### src/inc/epid_pkg.sv
// Package of constants and types for the external pin interrupt detector.
`default_nettype none
package epid_pkg;
   localparam logic [1:0] EPID_REG_STATUS_CONTROL = 2'h0;
   localparam logic [1:0] EPID_REG_PIN_STATUS     = 2'h1;
   localparam int EPID_BIT_EDGE_LEVEL_MODE    = 0;
   localparam int EPID_BIT_REQUEST_ENABLE     = 1;
   localparam int EPID_BIT_EVENT_ACKNOWLEDGE  = 2;
   localparam int EPID_BIT_EVENT_FLAG         = 3;
   localparam int EPID_BIT_PIN_FUNCTION_EN    = 4;
   localparam int EPID_BIT_POLARITY_SELECT    = 5;
   localparam logic [7:0] EPID_CTRL_RESET     = 8'h00;
   localparam logic [7:0] EPID_CTRL_WR_MASK   = 8'h33;
   localparam int EPID_SYNC_STAGES            = 2;
   typedef enum logic [2:0] {
      EPID_BUS_IDLE  = 3'b001,
      EPID_BUS_ACK   = 3'b010,
      EPID_BUS_SPACE = 3'b100
   } epid_bus_state_t;
endpackage : epid_pkg
`default_nettype wire

### src/inc/epid_if.sv
// Interface carrying register controls and detector status between modules.
`timescale 1ns/10ps
`default_nettype none
interface epid_if;
   logic polarity_select;
   logic pin_function_enable;
   logic edge_level_mode;
   logic ack_pulse;
   logic event_flag;
   logic pin_level;
   logic pin_asserted;
   modport regs (output polarity_select, output pin_function_enable,
                 output edge_level_mode, output ack_pulse,
                 input event_flag, input pin_level, input pin_asserted);
   modport det  (input polarity_select, input pin_function_enable,
                 input edge_level_mode, input ack_pulse,
                 output event_flag, output pin_level, output pin_asserted);
endinterface : epid_if
`default_nettype wire

### src/epid_sync.sv
// Two-stage synchroniser for the external request pin.
`timescale 1ns/10ps
`default_nettype none
module epid_sync
   import epid_pkg::*;
(
   input  wire logic clk_in,
   input  wire logic rst_n_in,
   input  wire logic d_in,
   output var  logic q_out
);
   logic [EPID_SYNC_STAGES-1:0] stage_reg;

   // The first stage feeds only the second stage.
   always_ff @(posedge clk_in or negedge rst_n_in) begin
      if (!rst_n_in) begin
         stage_reg <= '0;
      end else begin
         stage_reg <= {stage_reg[EPID_SYNC_STAGES-2:0], d_in};
      end
   end

   assign q_out = stage_reg[EPID_SYNC_STAGES-1];
endmodule // epid_sync
`default_nettype wire

### src/epid_detect.sv
// Edge and level event detector holding the event flag.
`timescale 1ns/10ps
`default_nettype none
module epid_detect
   import epid_pkg::*;
(
   input  wire logic clk_in,
   input  wire logic rst_n_in,
   input  wire logic pin_in,
   epid_if.det       ctl
);
   logic pin_sync;
   logic prev_reg;
   logic flag_reg;
   logic asserted;
   logic edge_seen;
   logic event_now;

   // The pin arrives through the top's synchroniser, so it is safe to use.
   assign pin_sync = pin_in;

   always_ff @(posedge clk_in or negedge rst_n_in) begin
      if (!rst_n_in) begin
         prev_reg <= 1'b0;
      end else begin
         prev_reg <= pin_sync; // see RULE_11
      end
   end

   // Polarity picks which level counts as asserted.
   assign asserted  = ctl.polarity_select ? pin_sync : ~pin_sync; // see RULE_02
   assign edge_seen = ctl.polarity_select ? (pin_sync & ~prev_reg)
                                          : (~pin_sync & prev_reg); // see RULE_11
   assign event_now = ctl.pin_function_enable &
                      (edge_seen | (ctl.edge_level_mode & asserted)); // see RULE_10

   // A new event wins over an acknowledge in the same cycle.
   always_ff @(posedge clk_in or negedge rst_n_in) begin
      if (!rst_n_in) begin
         flag_reg <= 1'b0;
      end else if (event_now) begin
         flag_reg <= 1'b1; // see RULE_06
      end else if (ctl.ack_pulse) begin
         flag_reg <= 1'b0; // see RULE_07, see RULE_08
      end
   end

   assign ctl.event_flag   = flag_reg;
   assign ctl.pin_level    = pin_sync;
   assign ctl.pin_asserted = asserted;
endmodule // epid_detect
`default_nettype wire

### src/epid_top.sv
// Top of the external pin interrupt detector with its Wishbone slave.
// Notes on behaviour
// RULE_01 - Eight-bit status/control register; bits 7 and 6 always read zero.
// RULE_02 - Polarity bit 5: zero means falling/low, one means rising/high.
// RULE_03 - Enabled pin with rising polarity switches pull-up to pull-down.
// RULE_04 - Pin enable bit 4 turns the pin request function on or off.
// RULE_05 - While enabled, an internal pull resistor is switched on.
// RULE_06 - Flag bit 3 is set by detected events; writes cannot change it.
// RULE_07 - Acknowledge bit 2: writing one clears the flag, reads give zero.
// RULE_08 - In edge-and-level mode, acknowledge cannot clear while pin asserted.
// RULE_09 - Request enable bit 1 drives the interrupt request from the flag.
// RULE_10 - Mode bit 0: zero edges only, one edges and sustained level.
// RULE_11 - Pin is synchronised, edges from samples, events only while enabled.
//
// Local design decisions: the placing of the registers and register access over Wishbone.
`timescale 1ns/10ps
`default_nettype none
module epid_top
   import epid_pkg::*;
(
   input  wire logic        SYS_CLK_IN,
   input  wire logic        ARST_N_IN,
   input  wire logic        WB_CYC_IN,
   input  wire logic        WB_STB_IN,
   input  wire logic        WB_WE_IN,
   input  wire logic [3:0]  WB_SEL_IN,
   input  wire logic [3:0]  WB_ADR_IN,
   input  wire logic [31:0] WB_DAT_IN,
   output var  logic [31:0] WB_DAT_OUT,
   output var  logic        WB_ACK_OUT,
   input  wire logic        EXT_PIN_IN,
   output var  logic        PULL_ENABLE_OUT,
   output var  logic        PULL_DOWN_SELECT_OUT,
   output var  logic        IRQ_REQUEST_OUT
);
   logic [1:0]      rst_sync_reg;
   logic            rst_n;
   logic            polarity_reg;
   logic            pin_en_reg;
   logic            req_en_reg;
   logic            mode_reg;
   logic            ack_reg;
   logic [31:0]     dat_reg;
   logic [31:0]     dat_next;
   epid_bus_state_t bus_state_reg;
   logic            req;
   logic            wr_ctrl;
   logic            lane0;
   logic            pull_en_reg;
   logic            pull_dn_reg;
   logic            irq_reg;
   logic            pin_sync;

   epid_if ctl ();

   // Reset is released through two stages to avoid a ragged release.
   always_ff @(posedge SYS_CLK_IN or negedge ARST_N_IN) begin
      if (!ARST_N_IN) begin
         rst_sync_reg <= 2'h0;
      end else begin
         rst_sync_reg <= {rst_sync_reg[0], 1'b1};
      end
   end
   assign rst_n = rst_sync_reg[1];

   // Pin synchroniser; only its second stage reaches the detector.
   epid_sync u_pin_sync (
      .clk_in   (SYS_CLK_IN),
      .rst_n_in (rst_n),
      .d_in     (EXT_PIN_IN),
      .q_out    (pin_sync) // see RULE_11
   );

   epid_detect u_detect (
      .clk_in   (SYS_CLK_IN),
      .rst_n_in (rst_n),
      .pin_in   (pin_sync),
      .ctl      (ctl.det)
   );

   // Word address decode, register index from address bits 3:2.
   function automatic logic is_reg(input logic [3:0] adr,
                                   input logic [1:0] idx);
      is_reg = (adr[3:2] == idx) && (adr[1:0] == 2'h0);
   endfunction

   assign req     = WB_CYC_IN & WB_STB_IN & (bus_state_reg == EPID_BUS_IDLE);
   assign lane0   = WB_SEL_IN[0];
   assign wr_ctrl = req & WB_WE_IN & lane0 &
                    is_reg(WB_ADR_IN, EPID_REG_STATUS_CONTROL);

   // Slave answers one cycle after the request, then rests a cycle.
   always_ff @(posedge SYS_CLK_IN or negedge rst_n) begin
      if (!rst_n) begin
         bus_state_reg <= EPID_BUS_IDLE;
      end else begin
         case (bus_state_reg)
            EPID_BUS_IDLE: begin
               if (WB_CYC_IN && WB_STB_IN) begin
                  bus_state_reg <= EPID_BUS_ACK;
               end
            end
            EPID_BUS_ACK: begin
               bus_state_reg <= EPID_BUS_SPACE;
            end
            default: begin
               bus_state_reg <= EPID_BUS_IDLE;
            end
         endcase
      end
   end
   assign WB_ACK_OUT = (bus_state_reg == EPID_BUS_ACK);

   // Control fields; only the writable bits are stored, one flop each.
   always_ff @(posedge SYS_CLK_IN or negedge rst_n) begin
      if (!rst_n) begin
         polarity_reg <= EPID_CTRL_RESET[EPID_BIT_POLARITY_SELECT];
      end else if (wr_ctrl) begin
         polarity_reg <= WB_DAT_IN[EPID_BIT_POLARITY_SELECT]; // see RULE_02
      end
   end

   always_ff @(posedge SYS_CLK_IN or negedge rst_n) begin
      if (!rst_n) begin
         pin_en_reg <= EPID_CTRL_RESET[EPID_BIT_PIN_FUNCTION_EN];
      end else if (wr_ctrl) begin
         pin_en_reg <= WB_DAT_IN[EPID_BIT_PIN_FUNCTION_EN]; // see RULE_04
      end
   end

   always_ff @(posedge SYS_CLK_IN or negedge rst_n) begin
      if (!rst_n) begin
         req_en_reg <= EPID_CTRL_RESET[EPID_BIT_REQUEST_ENABLE];
      end else if (wr_ctrl) begin
         req_en_reg <= WB_DAT_IN[EPID_BIT_REQUEST_ENABLE]; // see RULE_09
      end
   end

   always_ff @(posedge SYS_CLK_IN or negedge rst_n) begin
      if (!rst_n) begin
         mode_reg <= EPID_CTRL_RESET[EPID_BIT_EDGE_LEVEL_MODE];
      end else if (wr_ctrl) begin
         mode_reg <= WB_DAT_IN[EPID_BIT_EDGE_LEVEL_MODE]; // see RULE_10
      end
   end

   // Acknowledge pulse; blocked while the level is still asserted in
   // level mode, because the flag would simply be set again.
   always_ff @(posedge SYS_CLK_IN or negedge rst_n) begin
      if (!rst_n) begin
         ack_reg <= 1'b0;
      end else begin
         ack_reg <= wr_ctrl & WB_DAT_IN[EPID_BIT_EVENT_ACKNOWLEDGE] &
                    ~(mode_reg & pin_en_reg & ctl.pin_asserted); // see RULE_07, see RULE_08
      end
   end

   assign ctl.polarity_select     = polarity_reg;
   assign ctl.pin_function_enable = pin_en_reg;
   assign ctl.edge_level_mode     = mode_reg;
   assign ctl.ack_pulse           = ack_reg;

   // Read data; upper bits and acknowledge read as zero.
   always_comb begin
      dat_next = 32'h0000_0000;
      if (is_reg(WB_ADR_IN, EPID_REG_STATUS_CONTROL)) begin
         dat_next[EPID_BIT_POLARITY_SELECT] = polarity_reg; // see RULE_01
         dat_next[EPID_BIT_PIN_FUNCTION_EN] = pin_en_reg;
         dat_next[EPID_BIT_EVENT_FLAG]      = ctl.event_flag; // see RULE_06
         dat_next[EPID_BIT_REQUEST_ENABLE]  = req_en_reg;
         dat_next[EPID_BIT_EDGE_LEVEL_MODE] = mode_reg;
      end else if (is_reg(WB_ADR_IN, EPID_REG_PIN_STATUS)) begin
         dat_next[0] = ctl.pin_level;
         dat_next[1] = ctl.pin_asserted;
      end
   end

   always_ff @(posedge SYS_CLK_IN or negedge rst_n) begin
      if (!rst_n) begin
         dat_reg <= 32'h0000_0000;
      end else if (req && !WB_WE_IN) begin
         dat_reg <= dat_next;
      end
   end
   assign WB_DAT_OUT = dat_reg;

   // Pin pull resistor control; registered so the pad sees no glitches.
   always_ff @(posedge SYS_CLK_IN or negedge rst_n) begin
      if (!rst_n) begin
         pull_en_reg <= 1'b0;
      end else begin
         pull_en_reg <= pin_en_reg; // see RULE_05
      end
   end

   always_ff @(posedge SYS_CLK_IN or negedge rst_n) begin
      if (!rst_n) begin
         pull_dn_reg <= 1'b0;
      end else begin
         pull_dn_reg <= pin_en_reg & polarity_reg; // see RULE_03
      end
   end

   // Interrupt request follows the flag one cycle later while request enable is set.
   always_ff @(posedge SYS_CLK_IN or negedge rst_n) begin
      if (!rst_n) begin
         irq_reg <= 1'b0;
      end else begin
         irq_reg <= req_en_reg & ctl.event_flag; // see RULE_09
      end
   end
   assign PULL_ENABLE_OUT      = pull_en_reg;
   assign PULL_DOWN_SELECT_OUT = pull_dn_reg;
   assign IRQ_REQUEST_OUT      = irq_reg;
endmodule // epid_top
`default_nettype wire

### config.mk
export PLATFORM = sky130hd
export DESIGN_NAME = epid_top
export DESIGN_NICKNAME = d
export VERILOG_FILES = /design/src/inc/epid_pkg.sv /design/src/inc/epid_if.sv /design/src/epid_sync.sv /design/src/epid_detect.sv /design/src/epid_top.sv
export SDC_FILE = /design/constraint.sdc
export NUM_CORES = 1
export LEC_CHECK = 0
export BUFFER_PORTS_ARGS = -buffer_cell sky130_fd_sc_hd__buf_2
export CAP_MARGIN = 20
export CORE_UTILIZATION = 39
export CTS_BUF_LIST = sky130_fd_sc_hd__clkbuf_16
export CTS_CLUSTER_DIAMETER = 200
export DETAILED_ROUTE_END_ITERATION = 8
export PLACE_DENSITY = 0.89
export REMOVE_ABC_BUFFERS = 1
export SETUP_SLACK_MARGIN = 0.02
export SLEW_MARGIN = 40
export SYNTH_ARGS = -nofsm -noshare
export SYNTH_HDL_FRONTEND = slang
export SYNTH_SLANG_ARGS = --single-unit
### constraint.sdc
create_clock -name SYS_CLK_IN -period 0.9 [get_ports SYS_CLK_IN]
set_input_delay 0.135 -clock SYS_CLK_IN [delete_from_list [all_inputs] [get_ports SYS_CLK_IN]]
set_output_delay 0.135 -clock SYS_CLK_IN [all_outputs]
set_load 0.1 [all_outputs]
==> summary.md <==
| Metric | Value |
|---|---|
| Total track usage | 0.155 |
| Root Buffer | clkbuf_16 |
| Gate Count Post-Synth | 89 |
| Antenna-violating nets left | 0 |
| Routed vias | 722 |
| RR Startpoint | bus_state_reg[0] |
| Die ar. | 0.00297 mm^2 |
| Critical path capture point type | output port |
| Post-route insts no fill | 165 |
| Hold path startpoint | WB_DAT_IN[4] |
| Critical path cell sequence | buf_4 -> nor3b_1 -> buf_4 -> buf_12 |
| Share of layout cells above drive strength 1 | 0.444 |
| Worst vdd ir | 0.00130 V |
| Synth Register Bits | 22 |
| Met2 usage | 0.309 |
| Vias in the first global route | approximately 700 |
| Die Width | 54.5 um |
| Synthesized area | ~0.0011 mm^2 |
| CP max stage delay | roughly 0.38 ns |
| Status | complete, but fails checks |
| Clock Path Buffers | 2 |
| Critical path destination | WB_ACK_OUT |
| Seq/Total Area, Yosys | 0.513 |
| Final Hold Viols | 0 |
| Crit Path Class | reg -> out |
| GRT overflow | 0 |
| CP startpoint kind | register |
| DP Wirelength | 1600 um |
| CP Data Arrival Time | ~1.3 ns |
| R2R depth | 4 |
| TritonCTS clock tree | done |
| Total CTS buffers | 3 |
| Min-delay worst type | in -> reg |
| Synth Warn # | 0 |
| Final period util | 1.62 |
| Clk Latency, worst-skew pair | approximately 0.25 ns |
| Worst reg-to-reg setup slack | -0.51 ns |
| Clock Pin Slew Worst Setup and Hold Paths | 0.06 ns |
| Mean Syn Cell Area | 12.1 um^2 |
| Drt pass-1 iters | 4 |
| Layout area overhead | 44.2% |
| Crit. Startpoint | bus_state_reg[2] |
| RSZ-0062 raised after global routing | true |
| Max_cap viols | 0 |
| Vias per cell | roughly 4.4 |
| Die extent in y | 54.5 um |
| Endpoints failing setup | 22 |
| Leakage power | 0.800 nW |
| GR met1 Demand/Resource | 0.150 |
| Core ar. | 0.00254 mm^2 |
| Final wirelength | 2050 um |
| Htree depth | 1 |
| Critical Path Most Common Cell | buf_4 |
| Post-synth cell types | 24 |
| Largest register FFs | 5 |
| Inserted Diodes | 0 |
| Gpl congestion | just over 0.8 |
| Std cell rows | 18 |
| Clock tree sinks | 22 |
| CP Data Required Time | 0.76 ns |
| DP Cell Count | around 150 |
| Setup TNS | -6.73 ns |
| GR peak layer | met2 |
| Power per cell area | slightly below 2000 mW/mm^2 |
| Reg-to-Reg End | WB_DAT_OUT[0] |
| Final WS setup | -0.561 ns |
| Max Fclk | 684 MHz |
| Met3 Use GR | 0.0250 |
| Clock Skew | 0.00234 ns |
| Tmin final | 1.46 ns |
| Global-route wire length before repair | 3090 um |
| Initial Util | 0.423 |
| Routed wire length per instance | about 12 um |
| CP max-delay cell | dfrtp_1 |
| Largest net degree at the start of global routing | 13 |
| Violated checks | setup timing |
| I/O pins | 82 |
| Crit path max fanout | 2 |
| Starting DRT DRC Count | 2 |
| Fin. max-slew vios | 0 |
| Buffers on Ports | 24 |
| DRC Markers | 0 |
| Antenna violations before repair | 0 |
| Fin nets | around 180 |
==> worst min-delay path by stage <==
stage	to	depth (start not counted)	slack, ns
5_1_grt	ctl.edge_level_mode	2	0.13
3_3_place_gp	rst_sync_reg[0]	1	-0.08
3_5_place_dp	rst_sync_reg[0]	1	-0.08
4_1_cts	ctl.pin_function_enable	2	0.12
6_report	ctl.pin_function_enable	2	0.12
2_1_floorplan	rst_sync_reg[0]	0	-0.16
==> timing repair <==
action	CTS	global route
hold buffers	2	0
pin swaps	6	1
endpoints found under the setup margin	22	23
setup buffers	5	3
resized for setup	10	3
endpoints found under the hold margin	3	0
==> through the flow <==
| step | instance area, um^2 | utilization | total power [mW] | setup WS [ns] | hold slack (ns) |
|---|---|---|---|---|---|
| finish | 1550 | 0.610 | 3.01 | -0.561 | 0.123 |
| CTS | 1510 | 0.594 | 3.00 | -0.522 | 0.124 |
| floorplan | 971 | - | 1.82 | -2.01 | -0.161 |
| detailed placement | 1330 | 0.523 | 2.03 | -0.553 | -0.0783 |
| global placement | 1330 | 0.523 | 2.01 | -0.468 | -0.0797 |
| global route | 1550 | 0.610 | 3.12 | -0.575 | 0.132 |
==> layout by cell type (no fill, tap or decap), types with 2 or more instances in the layout <==
| cell type | instances |
|---|---|
| conb_1 | 28 |
| buf_12 | 9 |
| buf_2 | 15 |
| dfrtp_1 | 20 |
| clkbuf_16 | 3 |
| and2_1 | 3 |
| inv_1 | 5 |
| buf_4 | 13 |
| mux2_2 | 5 |
| mux2i_1 | 5 |
| nand2_1 | 3 |
| dlygate4sd3_1 | 2 |
| nor3b_1 | 2 |
| buf_6 | 4 |
==> cell families (layout without fill, tap and decap cells) <==
logic type	after synthesis	after routing	synth area share
simple gates	17	17	0.131
buf+inv	32	52	0.206
xor+xnor	2	2	0.0163
flops	22	22	0.513
other cells	2	28	0.00698
mux	10	10	0.0988
compound gates	4	4	0.0279
==> synthesized netlist by cell type (all sizes together) <==
master	n	area, um^2
nand2	3	11.3
and4bb	1	12.5
nor2b	1	6.26
xor2	1	8.76
nor3	1	5.00
o211ai	1	7.51
dfrtp	21	526
a311oi	1	8.76
xnor2	1	8.76
mux2	5	56.3
nor2	1	3.75
nand4b	1	8.76
buf	27	203
nand4	1	21.3
nor4	1	21.3
inv	5	18.8
conb	2	7.51
o21ai	1	5.00
nand3b	1	11.3
nor3b	2	15.0
and2	4	25.0
mux2i	5	50.1
dfstp	1	26.3
o2bb2ai	1	8.76
==> worst max-delay path, delay by kind of cell (launching register included) <==
kind | cells | cell delay (ns)
buf+inv | 3 | 0.47
flops | 1 | 0.38
simple gates | 1 | 0.22
==> power by group <==
part           total, mW  internal (mW)  leakage, nW  switching [mW]
sequential          1.10           1.05        0.283          0.0530
clock              0.919          0.592       0.0385           0.327
combinational      0.992          0.231        0.479           0.761
==> per-layer routing <==
layer / share of wire / wire length [um]
met2: 0.58 / 1190
met5: 0 / 0
met1: 0.38 / 771
met4: 0.0039 / 8
met3: 0.039 / 79
==> final cells by class <==
class                           instances  area, um^2
Fill cell                             197         993
Sequential cell                        22         553
Multi-Input combinational cell         61         445
Timing Repair Buffer                   43         418
Clock buffer                            3        75.1
Tap cell                               30        37.5
Inverter                                5        18.8
Clock inverter                          1        3.75
(Power assumes the default switching activity.)
